[src/cpi_cfg.svh]
// Purpose: offsets, field positions, reset values for the clock/power interrupt block
// Assumes: AXI4-Lite, 32-bit data, one register per aligned word
// Notes: definitions only
`ifndef CPI_CFG_SVH
`define CPI_CFG_SVH

// ----------------------------------------------------------------
// register byte offsets
// ----------------------------------------------------------------
`define CPI_ADDR_W 8
`define CPI_OFF_UNIT_IRQ_EN 8'h00
`define CPI_OFF_FLAGS 8'h04
`define CPI_OFF_TICK_PERIOD 8'h08
`define CPI_OFF_DROOP_CTRL 8'h0C
`define CPI_OFF_PTIMER_CTRL 8'h10
`define CPI_OFF_PTIMER_PERIOD 8'h14

// ----------------------------------------------------------------
// unit_irq_enable_register fields
// ----------------------------------------------------------------
`define CPI_EN_TICK 0
`define CPI_EN_PLL 1
`define CPI_EN_OSC 2
`define CPI_EN_TICK_SEL 3
`define CPI_EN_PSTOP 4
`define CPI_EN_OSC_KEEP 5
`define CPI_EN_OSC_ON 6

// ----------------------------------------------------------------
// flag register fields (flags write-one-to-clear, status read-only)
// ----------------------------------------------------------------
`define CPI_FL_TICK 0
`define CPI_FL_PLL 1
`define CPI_FL_OSC 2
`define CPI_FL_DROOP 3
`define CPI_FL_PTIMER 4
`define CPI_ST_PLL_LOCK 8
`define CPI_ST_OSC_UP 9
`define CPI_ST_DROOP 10

// ----------------------------------------------------------------
// periodic timer control fields
// ----------------------------------------------------------------
`define CPI_PT_ENABLE 0
`define CPI_PT_CLK_SEL 1
`define CPI_PT_IRQ_EN 2
`define CPI_PT_PIN_EN 3
`define CPI_PT_TRIM_LO 8
`define CPI_PT_TRIM_HI 13

// ----------------------------------------------------------------
// reset values and bus answers
// ----------------------------------------------------------------
`define CPI_RST_TICK_PERIOD 16'hFFFF
`define CPI_RST_PTIMER_PERIOD 16'hFFFF
`define CPI_RST_TRIM 6'h20
`define CPI_RESP_OKAY 2'h0
`define CPI_RESP_DECERR 2'h3

`endif

[src/cpi_pkg.sv]
// Purpose: types of the clock/power interrupt block
// Assumes: constants come from cpi_cfg.svh
// Notes: whole module state is one packed struct
package cpi_pkg;

    typedef struct packed {
        // bus slave
        logic aw_have_r;
        logic [7:0] aw_addr_r;
        logic w_have_r;
        logic [31:0] w_data_r;
        logic [3:0] w_strb_r;
        logic bvalid_r;
        logic [1:0] bresp_r;
        logic rvalid_r;
        logic [31:0] rdata_r;
        logic [1:0] rresp_r;
        // control
        logic tick_irq_enable_r;
        logic pll_settle_irq_enable_r;
        logic oscillator_change_irq_enable_r;
        logic tick_clock_select_r;
        logic pseudo_stop_select_r;
        logic osc_keep_in_stop_r;
        logic ext_oscillator_enable_r;
        logic supply_droop_irq_enable_r;
        logic periodic_timer_enable_r;
        logic periodic_timer_clock_select_r;
        logic periodic_timer_irq_enable_r;
        logic periodic_timer_pin_enable_r;
        logic [5:0] autonomous_clock_trim_r;
        logic [15:0] tick_period_r;
        logic [15:0] periodic_timer_period_r;
        // flags and status
        logic tick_flag_r;
        logic pll_settle_change_flag_r;
        logic oscillator_change_flag_r;
        logic supply_droop_flag_r;
        logic periodic_timer_flag_r;
        logic pll_lock_seen_r;
        logic oscillator_up_status_r;
        logic supply_droop_status_r;
        // counters and pin
        logic [15:0] tick_count_r;
        logic [15:0] ptimer_count_r;
        logic periodic_waveform_r;
    } cpi_state_t;

endpackage

[src/cpi_irq.sv]
// Purpose: interrupt logic of a clock, power and reset unit, AXI4-Lite register slave
// Assumes: slow clocks arrive as one-cycle enables synchronous to aclk
// Notes: irq outputs already gated by local enable and the cpu mask
`timescale 1ns/10ps
`include "cpi_cfg.svh"

module cpi_irq (
    input wire logic aclk,
    input wire logic aresetn,
    input wire logic [7:0] s_axi_awaddr,
    input wire logic s_axi_awvalid,
    output logic s_axi_awready,
    input wire logic [31:0] s_axi_wdata,
    input wire logic [3:0] s_axi_wstrb,
    input wire logic s_axi_wvalid,
    output logic s_axi_wready,
    output logic [1:0] s_axi_bresp,
    output logic s_axi_bvalid,
    input wire logic s_axi_bready,
    input wire logic [7:0] s_axi_araddr,
    input wire logic s_axi_arvalid,
    output logic s_axi_arready,
    output logic [31:0] s_axi_rdata,
    output logic [1:0] s_axi_rresp,
    output logic s_axi_rvalid,
    input wire logic s_axi_rready,
    input wire logic internal_rc_tick,
    input wire logic external_oscillator_tick,
    input wire logic autonomous_rc_tick,
    input wire logic bus_clock_stopped,
    input wire logic stop_mode,
    input wire logic full_stop_mode,
    input wire logic full_performance_mode,
    input wire logic pll_lock,
    input wire logic pll_config_change,
    input wire logic supply_below_assert,
    input wire logic supply_above_deassert,
    input wire logic cpu_irq_mask,
    output logic periodic_tick_interrupt,
    output logic pll_settle_interrupt,
    output logic oscillator_change_interrupt,
    output logic supply_droop_interrupt,
    output logic periodic_timer_interrupt,
    output logic periodic_waveform_pin
);

    cpi_pkg::cpi_state_t s_r;
    cpi_pkg::cpi_state_t s_nxt;

    // ----------------------------------------------------------------
    // helpers
    // ----------------------------------------------------------------
    // register index 0..5 from a byte address, 7 when unmapped
    function automatic logic [2:0] reg_index(input logic [7:0] addr);
        logic [2:0] idx;
        idx = 3'h7;
        case (addr & 8'hFC)
            `CPI_OFF_UNIT_IRQ_EN: idx = 3'h0;
            `CPI_OFF_FLAGS: idx = 3'h1;
            `CPI_OFF_TICK_PERIOD: idx = 3'h2;
            `CPI_OFF_DROOP_CTRL: idx = 3'h3;
            `CPI_OFF_PTIMER_CTRL: idx = 3'h4;
            `CPI_OFF_PTIMER_PERIOD: idx = 3'h5;
            default: idx = 3'h7;
        endcase
        return idx;
    endfunction

    // byte-lane merge of write data over an old word
    function automatic logic [31:0] merge(input logic [31:0] old, input logic [31:0] wd,
                                          input logic [3:0] strb);
        logic [31:0] res;
        res = old;
        for (int i = 0; i < 4; i++) begin
            if (strb[i]) begin
                res[i*8 +: 8] = wd[i*8 +: 8];
            end
        end
        return res;
    endfunction

    // ----------------------------------------------------------------
    // handshake outputs
    // ----------------------------------------------------------------
    // one write and one read at a time: channels close while an answer waits
    assign s_axi_awready = !s_r.aw_have_r && !s_r.bvalid_r;
    assign s_axi_wready = !s_r.w_have_r && !s_r.bvalid_r;
    assign s_axi_arready = !s_r.rvalid_r;
    assign s_axi_bvalid = s_r.bvalid_r;
    assign s_axi_bresp = s_r.bresp_r;
    assign s_axi_rvalid = s_r.rvalid_r;
    assign s_axi_rdata = s_r.rdata_r;
    assign s_axi_rresp = s_r.rresp_r;

    // ----------------------------------------------------------------
    // interrupt requests
    // ----------------------------------------------------------------
    assign periodic_tick_interrupt = s_r.tick_flag_r && s_r.tick_irq_enable_r
                                     && !cpu_irq_mask;
    assign pll_settle_interrupt = s_r.pll_settle_change_flag_r && s_r.pll_settle_irq_enable_r
                                  && !cpu_irq_mask;
    assign oscillator_change_interrupt = s_r.oscillator_change_flag_r
                                         && s_r.oscillator_change_irq_enable_r
                                         && !cpu_irq_mask;
    assign supply_droop_interrupt = s_r.supply_droop_flag_r && s_r.supply_droop_irq_enable_r
                                    && !cpu_irq_mask;
    assign periodic_timer_interrupt = s_r.periodic_timer_flag_r
                                      && s_r.periodic_timer_irq_enable_r
                                      && !cpu_irq_mask;
    assign periodic_waveform_pin = s_r.periodic_waveform_r;

    // ----------------------------------------------------------------
    // next state
    // ----------------------------------------------------------------
    always_comb begin
        logic do_write;
        logic [2:0] widx;
        logic [31:0] wd;
        logic [31:0] clr;
        logic tick_restart;
        logic tick_step;
        logic tick_run;
        logic tick_end;
        logic pt_start;
        logic pt_step;
        logic pt_end;
        logic osc_up_now;
        logic droop_now;
        logic [2:0] ridx;
        logic [31:0] rd;
        s_nxt = s_r;
        do_write = 1'b0;
        widx = 3'h7;
        wd = 32'h0000_0000;
        clr = 32'h0000_0000;
        tick_restart = 1'b0;
        pt_start = 1'b0;
        rd = 32'h0000_0000;
        ridx = reg_index(s_axi_araddr);
        tick_step = 1'b0;
        tick_run = 1'b0;
        tick_end = 1'b0;
        pt_step = 1'b0;
        pt_end = 1'b0;
        osc_up_now = 1'b0;
        droop_now = 1'b0;

        // ----------------------------------------------------------------
        // write channels, taken in either order
        // ----------------------------------------------------------------
        if (s_axi_awvalid && s_axi_awready) begin
            s_nxt.aw_have_r = 1'b1;
            s_nxt.aw_addr_r = s_axi_awaddr;
        end
        if (s_axi_wvalid && s_axi_wready) begin
            s_nxt.w_have_r = 1'b1;
            s_nxt.w_data_r = s_axi_wdata;
            s_nxt.w_strb_r = s_axi_wstrb;
        end
        if (s_r.aw_have_r && s_r.w_have_r) begin
            do_write = 1'b1;
            widx = reg_index(s_r.aw_addr_r);
            s_nxt.aw_have_r = 1'b0;
            s_nxt.w_have_r = 1'b0;
            s_nxt.bvalid_r = 1'b1;
            s_nxt.bresp_r = (widx == 3'h7) ? `CPI_RESP_DECERR : `CPI_RESP_OKAY;
        end
        if (s_r.bvalid_r && s_axi_bready) begin
            s_nxt.bvalid_r = 1'b0;
        end

        // ----------------------------------------------------------------
        // register writes
        // ----------------------------------------------------------------
        if (do_write) begin
            case (widx)
                3'h0: begin
                    wd = merge({25'h0, s_r.ext_oscillator_enable_r, s_r.osc_keep_in_stop_r,
                                s_r.pseudo_stop_select_r, s_r.tick_clock_select_r,
                                s_r.oscillator_change_irq_enable_r,
                                s_r.pll_settle_irq_enable_r, s_r.tick_irq_enable_r},
                               s_r.w_data_r, s_r.w_strb_r);
                    s_nxt.tick_irq_enable_r = wd[`CPI_EN_TICK];
                    s_nxt.pll_settle_irq_enable_r = wd[`CPI_EN_PLL];
                    s_nxt.oscillator_change_irq_enable_r = wd[`CPI_EN_OSC];
                    s_nxt.tick_clock_select_r = wd[`CPI_EN_TICK_SEL];
                    s_nxt.pseudo_stop_select_r = wd[`CPI_EN_PSTOP];
                    s_nxt.osc_keep_in_stop_r = wd[`CPI_EN_OSC_KEEP];
                    s_nxt.ext_oscillator_enable_r = wd[`CPI_EN_OSC_ON];
                end
                3'h1: begin
                    // only lanes that are written can clear flags
                    clr = merge(32'h0000_0000, s_r.w_data_r, s_r.w_strb_r);
                end
                3'h2: begin
                    wd = merge({16'h0, s_r.tick_period_r}, s_r.w_data_r, s_r.w_strb_r);
                    s_nxt.tick_period_r = wd[15:0];
                    tick_restart = 1'b1;
                end
                3'h3: begin
                    if (s_r.w_strb_r[0]) begin
                        s_nxt.supply_droop_irq_enable_r = s_r.w_data_r[0];
                    end
                end
                3'h4: begin
                    if (s_r.w_strb_r[0]) begin
                        s_nxt.periodic_timer_enable_r = s_r.w_data_r[`CPI_PT_ENABLE];
                        s_nxt.periodic_timer_irq_enable_r = s_r.w_data_r[`CPI_PT_IRQ_EN];
                        s_nxt.periodic_timer_pin_enable_r = s_r.w_data_r[`CPI_PT_PIN_EN];
                        pt_start = s_r.w_data_r[`CPI_PT_ENABLE]
                                   && !s_r.periodic_timer_enable_r;
                        if (!s_r.periodic_timer_enable_r) begin
                            s_nxt.periodic_timer_clock_select_r =
                                s_r.w_data_r[`CPI_PT_CLK_SEL];
                        end
                    end
                    if (s_r.w_strb_r[1]) begin
                        s_nxt.autonomous_clock_trim_r =
                            s_r.w_data_r[`CPI_PT_TRIM_HI:`CPI_PT_TRIM_LO];
                    end
                end
                3'h5: begin
                    if (!s_r.periodic_timer_enable_r) begin
                        wd = merge({16'h0, s_r.periodic_timer_period_r}, s_r.w_data_r,
                                   s_r.w_strb_r);
                        s_nxt.periodic_timer_period_r = wd[15:0];
                    end
                end
                default: begin
                end
            endcase
        end

        // ----------------------------------------------------------------
        // tick counter
        // ----------------------------------------------------------------
        tick_step = s_r.tick_clock_select_r ? external_oscillator_tick
                                            : internal_rc_tick;
        tick_run = !stop_mode || (s_r.pseudo_stop_select_r && s_r.tick_clock_select_r
                                  && s_r.osc_keep_in_stop_r);
        tick_end = 1'b0;
        if (tick_restart) begin
            s_nxt.tick_count_r = 16'h0000;
        end else if (tick_step && tick_run) begin
            if (s_r.tick_count_r >= s_r.tick_period_r) begin
                tick_end = 1'b1;
                s_nxt.tick_count_r = 16'h0000;
            end else begin
                s_nxt.tick_count_r = s_r.tick_count_r + 16'h0001;
            end
        end

        // oscillator up follows lock while the oscillator is enabled, lost on config change or full stop
        osc_up_now = s_r.ext_oscillator_enable_r && s_r.pll_lock_seen_r && pll_lock
                     && !pll_config_change && !full_stop_mode;
        s_nxt.oscillator_up_status_r = osc_up_now;
        s_nxt.pll_lock_seen_r = pll_lock;

        // supply droop status, held outside full performance mode
        droop_now = s_r.supply_droop_status_r;
        if (full_performance_mode) begin
            if (supply_below_assert) begin
                droop_now = 1'b1;
            end else if (supply_above_deassert) begin
                droop_now = 1'b0;
            end
        end
        s_nxt.supply_droop_status_r = droop_now;

        // ----------------------------------------------------------------
        // periodic timer; bus clock stands for aclk here
        // ----------------------------------------------------------------
        pt_step = s_r.periodic_timer_clock_select_r ? autonomous_rc_tick
                                                     : !bus_clock_stopped;
        pt_end = 1'b0;
        if (pt_start) begin
            // counting starts on the next step, so startup delay only trims period one
            s_nxt.ptimer_count_r = s_r.periodic_timer_period_r;
        end else if (!s_r.periodic_timer_enable_r) begin
            s_nxt.ptimer_count_r = s_r.periodic_timer_period_r;
        end else if (pt_step) begin
            if (s_r.ptimer_count_r == 16'h0000) begin
                pt_end = 1'b1;
                s_nxt.ptimer_count_r = s_r.periodic_timer_period_r;
            end else begin
                s_nxt.ptimer_count_r = s_r.ptimer_count_r - 16'h0001;
            end
        end
        if (!(s_r.periodic_timer_enable_r && s_r.periodic_timer_pin_enable_r)) begin
            s_nxt.periodic_waveform_r = 1'b0;
        end else if (pt_end) begin
            s_nxt.periodic_waveform_r = !s_r.periodic_waveform_r;
        end

        // ----------------------------------------------------------------
        // flags: a set in the clearing cycle wins
        // ----------------------------------------------------------------
        s_nxt.tick_flag_r = (s_r.tick_flag_r && !clr[`CPI_FL_TICK]) || tick_end;
        s_nxt.pll_settle_change_flag_r = (s_r.pll_settle_change_flag_r && !clr[`CPI_FL_PLL])
                                         || (pll_lock != s_r.pll_lock_seen_r);
        s_nxt.oscillator_change_flag_r = (s_r.oscillator_change_flag_r && !clr[`CPI_FL_OSC])
                                         || (osc_up_now != s_r.oscillator_up_status_r);
        s_nxt.supply_droop_flag_r = (s_r.supply_droop_flag_r && !clr[`CPI_FL_DROOP])
                                    || (droop_now != s_r.supply_droop_status_r);
        s_nxt.periodic_timer_flag_r = (s_r.periodic_timer_flag_r && !clr[`CPI_FL_PTIMER])
                                      || pt_end;

        // ----------------------------------------------------------------
        // read channel
        // ----------------------------------------------------------------
        case (ridx)
            3'h0: rd = {25'h0, s_r.ext_oscillator_enable_r, s_r.osc_keep_in_stop_r,
                        s_r.pseudo_stop_select_r, s_r.tick_clock_select_r,
                        s_r.oscillator_change_irq_enable_r, s_r.pll_settle_irq_enable_r,
                        s_r.tick_irq_enable_r};
            3'h1: rd = {21'h0, s_r.supply_droop_status_r, s_r.oscillator_up_status_r,
                        s_r.pll_lock_seen_r, 3'h0, s_r.periodic_timer_flag_r,
                        s_r.supply_droop_flag_r, s_r.oscillator_change_flag_r,
                        s_r.pll_settle_change_flag_r, s_r.tick_flag_r};
            3'h2: rd = {16'h0, s_r.tick_period_r};
            3'h3: rd = {31'h0, s_r.supply_droop_irq_enable_r};
            3'h4: rd = {18'h0, s_r.autonomous_clock_trim_r, 4'h0,
                        s_r.periodic_timer_pin_enable_r, s_r.periodic_timer_irq_enable_r,
                        s_r.periodic_timer_clock_select_r, s_r.periodic_timer_enable_r};
            3'h5: rd = {16'h0, s_r.periodic_timer_period_r};
            default: rd = 32'h0000_0000;
        endcase
        if (s_axi_arvalid && s_axi_arready) begin
            s_nxt.rvalid_r = 1'b1;
            s_nxt.rdata_r = rd;
            s_nxt.rresp_r = (ridx == 3'h7) ? `CPI_RESP_DECERR : `CPI_RESP_OKAY;
        end else if (s_r.rvalid_r && s_axi_rready) begin
            s_nxt.rvalid_r = 1'b0;
        end
    end

    // ----------------------------------------------------------------
    // state register
    // ----------------------------------------------------------------
    always_ff @(posedge aclk) begin
        if (!aresetn) begin
            s_r <= '0;
            s_r.tick_period_r <= `CPI_RST_TICK_PERIOD;
            s_r.periodic_timer_period_r <= `CPI_RST_PTIMER_PERIOD;
            s_r.ptimer_count_r <= `CPI_RST_PTIMER_PERIOD;
            s_r.autonomous_clock_trim_r <= `CPI_RST_TRIM;
        end else begin
            s_r <= s_nxt;
        end
    end

endmodule

[config.mk]
export PLATFORM = sky130hd
export DESIGN_NAME = cpi_irq
export DESIGN_NICKNAME = d
export VERILOG_FILES = /design/src/cpi_pkg.sv /design/src/cpi_irq.sv
export VERILOG_INCLUDE_DIRS = /design/src /design/src/src
export SDC_FILE = /design/constraint.sdc
export NUM_CORES = 1
export LEC_CHECK = 0
export BUFFER_PORTS_ARGS = -buffer_cell sky130_fd_sc_hd__buf_2
export CAP_MARGIN = 10
export CORE_MARGIN = 8
export CORE_UTILIZATION = 60
export DETAILED_ROUTE_END_ITERATION = 7
export GPL_ROUTABILITY_DRIVEN = 0
export HOLD_SLACK_MARGIN = 0.03
export PLACE_DENSITY = 0.83
export SLEW_MARGIN = 20
export SYNTH_ARGS = -nofsm -noshare
export SYNTH_HDL_FRONTEND = slang
export SYNTH_SLANG_ARGS = --single-unit
[constraint.sdc]
create_clock -name aclk -period 3.6 [get_ports aclk]
set_input_delay 0.18 -clock aclk [delete_from_list [all_inputs] [get_ports aclk]]
set_output_delay 0.18 -clock aclk [all_outputs]
set_load 0.03 [all_outputs]
==> impl_results.html <==
<table>
<tr><th>Metric</th><th>Value</th></tr>
<tr><th colspan="2">Outcome</th></tr>
<tr><td>Status</td><td>finished clean</td></tr>
<tr><th colspan="2">Final layout</th></tr>
<tr><td>Antenna cell count</td><td>0</td></tr>
<tr><td>Syn-to-layout area delta</td><td>17.0%</td></tr>
<tr><td>Final core utilization</td><td>71.2%</td></tr>
<tr><td>Final-stage net count</td><td>984</td></tr>
<tr><td>Area of all placed cells without fillers</td><td>8060 um^2</td></tr>
<tr><td>Proportion of layout cells with a drive suffix above 1</td><td>15.0%</td></tr>
<tr><th colspan="2">Routing</th></tr>
<tr><td>Violation count after the first detailed-routing iteration</td><td>737</td></tr>
<tr><td>First-pass DRT Iterations</td><td>5</td></tr>
<tr><td>Per-cell via count in the routed design</td><td>6.04</td></tr>
<tr><td>Remaining number of nets flagged by the antenna check after routing</td><td>0</td></tr>
<tr><td>Total wire length after detailed routing</td><td>18,900 um</td></tr>
<tr><td>Count of unresolved DRC violations after routing</td><td>0</td></tr>
<tr><td>Via count</td><td>6,341</td></tr>
<tr><td>Final routed wire length divided by cell count</td><td>18.0 um</td></tr>
<tr><th colspan="2">Run</th></tr>
<tr><td>Max-cap check violation count</td><td>0</td></tr>
<tr><th colspan="2">Yosys</th></tr>
<tr><td>Flip-flop and latch count after synthesis</td><td>137</td></tr>
<tr><td>Number of flops mapped to enable cells by yosys</td><td>0</td></tr>
<tr><td>Yosys Warn Count</td><td>0</td></tr>
<tr><td>Cells after synthesis</td><td>825</td></tr>
<tr><td>Most area-consuming cells after synthesis</td><td>sky130_fd_sc_hd__dfxtp_1 (40%), sky130_fd_sc_hd__nand2_1 (7.5%), sky130_fd_sc_hd__mux2i_1 (7.1%)</td></tr>
<tr><td>Distinct cell type count of the synthesized netlist</td><td>68</td></tr>
<tr><td>Leading area contributor after synthesis</td><td>sky130_fd_sc_hd__dfxtp_1</td></tr>
<tr><td>Part of the Yosys area used for sequential elements</td><td>39.8%</td></tr>
<tr><td>Synthesized area per cell</td><td>8.35 um^2</td></tr>
<tr><td>Commonest register cell after synthesis</td><td>sky130_fd_sc_hd__dfxtp_1</td></tr>
<tr><td>Netlist Area Pre-Place</td><td>6890 um^2</td></tr>
<tr><td>Synth async-reset ratio</td><td>0%</td></tr>
<tr><td>Share of Yosys cell area claimed by the top area cell type</td><td>39.8%</td></tr>
<tr><th colspan="2">Power and ir drop</th></tr>
<tr><td>Total power divided by cell area</td><td>468 nW/um^2</td></tr>
<tr><td>P_leak</td><td>3.48 nW</td></tr>
<tr><td>Maximum resistive drop on vdd</td><td>0.459 mV</td></tr>
<tr><th colspan="2">STA</th></tr>
<tr><td>Aggregate negative setup slack</td><td>0 ns</td></tr>
<tr><td>Max frequency</td><td>376 MHz</td></tr>
<tr><td>Final hold vios</td><td>0</td></tr>
<tr><td>Final count of negative-setup-slack endpoints</td><td>0</td></tr>
<tr><td>Worst Max-Slew Pin Slew</td><td>1.12 ns</td></tr>
<tr><td>Relative slew slack</td><td>24.7%</td></tr>
<tr><td>Clock Skew</td><td>0.00701 ns</td></tr>
<tr><td>Setup repair after global routing missed its margin</td><td>false</td></tr>
<tr><td>Final critical path time including I/O delays and setup</td><td>2.66 ns</td></tr>
<tr><td>Worst path setup slack after routing</td><td>0.940 ns</td></tr>
<tr><td>Number of pins with negative max-slew slack in the final report</td><td>0</td></tr>
<tr><td>Final critical-path share of the clock period</td><td>73.9%</td></tr>
<tr><th colspan="2">Floorplanning</th></tr>
<tr><td>Initial Util</td><td>60.9%</td></tr>
<tr><td>Chip height</td><td>123 um</td></tr>
<tr><td>I/O pin count</td><td>118</td></tr>
<tr><td>FP Rows</td><td>39</td></tr>
<tr><td>Core area</td><td>11,300 um^2</td></tr>
<tr><td>Floorplan die area</td><td>15,200 um^2</td></tr>
<tr><td>Chip Width</td><td>123 um</td></tr>
<tr><th colspan="2">Clocking</th></tr>
<tr><td>Clock latency at the later pin of the worst-skew pair</td><td>0.42 ns</td></tr>
<tr><td>Clock root buffer</td><td>sky130_fd_sc_hd__clkbuf_16</td></tr>
<tr><td>Cells resized by post-CTS repair</td><td>0</td></tr>
<tr><td>Max H-tree Level</td><td>4</td></tr>
<tr><td>Longest Clk Path Bufs</td><td>2</td></tr>
<tr><td>Clock sinks</td><td>137</td></tr>
<tr><td>Number of buffers added by the clock tree synthesis step</td><td>17</td></tr>
<tr><td>Clock tree from TritonCTS</td><td>yes</td></tr>
<tr><td>CTS clk-pin slew, worst paths</td><td>0.06 ns</td></tr>
<tr><th colspan="2">Global routing</th></tr>
<tr><td>Maximum number of pins on one net before global-route repair</td><td>60</td></tr>
<tr><td>Total routing usage reported by global routing</td><td>25.4%</td></tr>
<tr><td>Congestion Overflow GR</td><td>0</td></tr>
<tr><td>Global-route wire length before repair</td><td>30,200 um</td></tr>
<tr><td>Number of antenna violations at the first check in global routing</td><td>0</td></tr>
<tr><td>Number of global-route vias before repair</td><td>6,006</td></tr>
<tr><th colspan="2">Critical path</th></tr>
<tr><td>Slowest Stage Delay on Critical Path</td><td>0.76 ns</td></tr>
<tr><td>Worst Setup Start Kind</td><td>flip-flop</td></tr>
<tr><td>Crit path arrival time</td><td>2.94 ns</td></tr>
<tr><td>Start-to-end type of the worst setup path</td><td>reg -&gt; reg</td></tr>
<tr><td>Required arrival time at the worst endpoint</td><td>3.88 ns</td></tr>
<tr><td>Critical path peak fanout</td><td>26</td></tr>
<tr><td>Max stage delay cell, worst path</td><td>sky130_fd_sc_hd__o41a_1</td></tr>
<tr><td>Critical path endpoint category</td><td>flip-flop</td></tr>
<tr><td>Sequence of cells on the critical path</td><td>inv_1 &gt; ha_1 &gt; or4b_1 &gt; o41a_1 &gt; mux2_4 &gt; o22ai_1 &gt; nand2_1</td></tr>
<tr><th colspan="2">Place</th></tr>
<tr><td>Post-placement setup slack</td><td>0.938 ns</td></tr>
<tr><td>Port Buf Inserts</td><td>79</td></tr>
<tr><td>DP Area</td><td>7130 um^2</td></tr>
<tr><td>Detailed placement HPWL</td><td>12,500 um</td></tr>
<tr><th colspan="2">Hold path</th></tr>
<tr><td>Min-Delay Path Class</td><td>in -&gt; reg</td></tr>
</table>
-- flip-flops by register name, summed over array words and instances (netlist names) --
signal                 count
s_r                      116
s_axi_bvalid               1
s_axi_rresp                1
periodic_waveform_pin      1
s_axi_rvalid               1
s_axi_rdata               16
s_axi_bresp                1
-- metal layers --
metal | GRT usage (%) | vias up | share of wire (%)
met5 | 0 | - | 0
met4 | 9.41 | 0 | 2.6
met3 | 8.08 | 51 | 8.2
met2 | 41.1 | 296 | 48
met1 | 31.0 | 2976 | 41
li1 | - | 3018 | -
-- power by group --
part	switching, mW	internal, mW	leakage [nW]
clock	0.654	1.28	0.319
sequential	0.0466	1.55	1.11
combinational	0.154	0.0915	2.05
total	0.855	2.92	3.48
-- metrics by stage --
| step | power (mW) | cells | hold WS (ns) |
|---|---|---|---|
| floorplan | 1.78 | 840 | 0.279 |
| CTS | 3.77 | 1049 | 0.0303 |
| global placement | 1.83 | 990 | 0.370 |
| finish | 3.77 | 1049 | 0.0455 |
| detailed placement | 1.84 | 990 | 0.377 |
| global route | 3.88 | 1049 | 0.0321 |
-- logic make-up (layout without fill, tap and decap cells) --
group                      count (synthesis)  after routing  share of synthesized area, %
AOI/OAI and AO/OA                        156            156                          15.1
xor gates and xnor gates                  18             18                          2.29
adders and majority gates                 20             20                          3.63
buffers and inverters                    105            171                          8.02
DFF                                      137            137                          39.8
muxes                                     51             51                          7.50
other                                      1             16                        0.0544
and+or+nand+nor                          337            337                          23.6
-- area by class of cell --
| type | instances | area (um^2) |
|---|---|---|
| Multi-Input combinational cell | 598 | 3650 |
| Sequential cell | 137 | 2740 |
| Tap cell | 143 | 179 |
| Clock buffer | 21 | 470 |
| Fill cell | 856 | 3260 |
| Timing Repair Buffer | 115 | 733 |
| Clock inverter | 11 | 193 |
| Inverter | 24 | 90.1 |
-- cells in the mapped netlist (7+ instances only) --
cell                         n
sky130_fd_sc_hd__a211oi_1   18
sky130_fd_sc_hd__a21oi_1    44
sky130_fd_sc_hd__a221oi_1    8
sky130_fd_sc_hd__buf_2       7
sky130_fd_sc_hd__buf_4      36
sky130_fd_sc_hd__clkbuf_1   34
sky130_fd_sc_hd__dfxtp_1   137
sky130_fd_sc_hd__ha_1       20
sky130_fd_sc_hd__inv_1      23
sky130_fd_sc_hd__mux2i_1    49
sky130_fd_sc_hd__nand2_1   137
sky130_fd_sc_hd__nand3_1    50
sky130_fd_sc_hd__nand4_1    13
sky130_fd_sc_hd__nor2_1     61
sky130_fd_sc_hd__nor3_1     13
sky130_fd_sc_hd__nor4_1      9
sky130_fd_sc_hd__o211ai_1    8
sky130_fd_sc_hd__o21ai_0     7
sky130_fd_sc_hd__o21ai_1    29
sky130_fd_sc_hd__or3_1       7
sky130_fd_sc_hd__xnor2_1    15
-- critical path, delay by kind of cell (launching register included) --
| family | cells | cell delay, ns |
|---|---|---|
| AO/OA/AOI/OAI | 2 | 0.91 |
| adder cells (fa/ha/maj) | 1 | 0.15 |
| buffers and inverters | 1 | 0.09 |
| flip-flops | 1 | 0.35 |
| multiplexers | 1 | 0.43 |
| AND/OR/NAND/NOR | 2 | 0.57 |
-- path summary, 6_finish.rpt --
path	from	end	slack, ns	cells after the start
worst min register to register	s_axi_rdata[13]$_SDFFE_PN0P_	s_axi_rdata[13]$_SDFFE_PN0P_	0.44	2
worst min-delay path	supply_below_assert	s_r[33]$_SDFF_PN0_	0.05	3
worst max register to register	s_r[1]$_SDFFE_PN1P_	s_r[8]$_SDFFE_PN1P_	0.94	7
worst max-delay path	s_r[1]$_SDFFE_PN1P_	s_r[8]$_SDFFE_PN1P_	0.94	7
-- timing repair --
action | 4_1_cts | 5_1_grt
hold buffers | 27 | 0
hold endpoints to repair | 27 | 0
buffers inserted | 0 | 0
-- placed cells by master (no fill, tap or decap), types with 3 or more instances in the layout --
master	synthesis	layout
sky130_fd_sc_hd__nand2_1	137	137
sky130_fd_sc_hd__dfxtp_1	137	137
sky130_fd_sc_hd__buf_2	7	79
sky130_fd_sc_hd__nor2_1	61	61
sky130_fd_sc_hd__nand3_1	50	50
sky130_fd_sc_hd__mux2i_1	49	49
sky130_fd_sc_hd__a21oi_1	44	44
sky130_fd_sc_hd__o21ai_1	29	29
sky130_fd_sc_hd__dlygate4sd3_1	0	27
sky130_fd_sc_hd__inv_1	23	23
sky130_fd_sc_hd__ha_1	20	20
sky130_fd_sc_hd__a211oi_1	18	18
sky130_fd_sc_hd__clkbuf_16	0	17
sky130_fd_sc_hd__conb_1	1	16
sky130_fd_sc_hd__xnor2_1	15	15
sky130_fd_sc_hd__nor3_1	13	13
sky130_fd_sc_hd__nand4_1	13	13
sky130_fd_sc_hd__nor4_1	9	9
sky130_fd_sc_hd__buf_4	36	9
sky130_fd_sc_hd__o211ai_1	8	8
sky130_fd_sc_hd__a221oi_1	8	8
sky130_fd_sc_hd__or3_1	7	7
sky130_fd_sc_hd__o21ai_0	7	7
sky130_fd_sc_hd__nor2b_1	6	6
sky130_fd_sc_hd__a22oi_1	6	6
sky130_fd_sc_hd__or4_1	6	6
sky130_fd_sc_hd__nor4b_1	5	5
sky130_fd_sc_hd__bufinv_16	0	5
sky130_fd_sc_hd__o21a_1	4	4
sky130_fd_sc_hd__and2_1	4	4
sky130_fd_sc_hd__o2bb2ai_1	4	4
sky130_fd_sc_hd__and3_1	4	4
sky130_fd_sc_hd__o22ai_1	3	3
sky130_fd_sc_hd__o31ai_1	3	3
sky130_fd_sc_hd__nand2b_1	3	3
sky130_fd_sc_hd__nand4b_1	3	3
sky130_fd_sc_hd__xor2_1	3	3
sky130_fd_sc_hd__a222oi_1	3	3
sky130_fd_sc_hd__clkbuf_8	0	3
(Power assumes the default switching activity.)
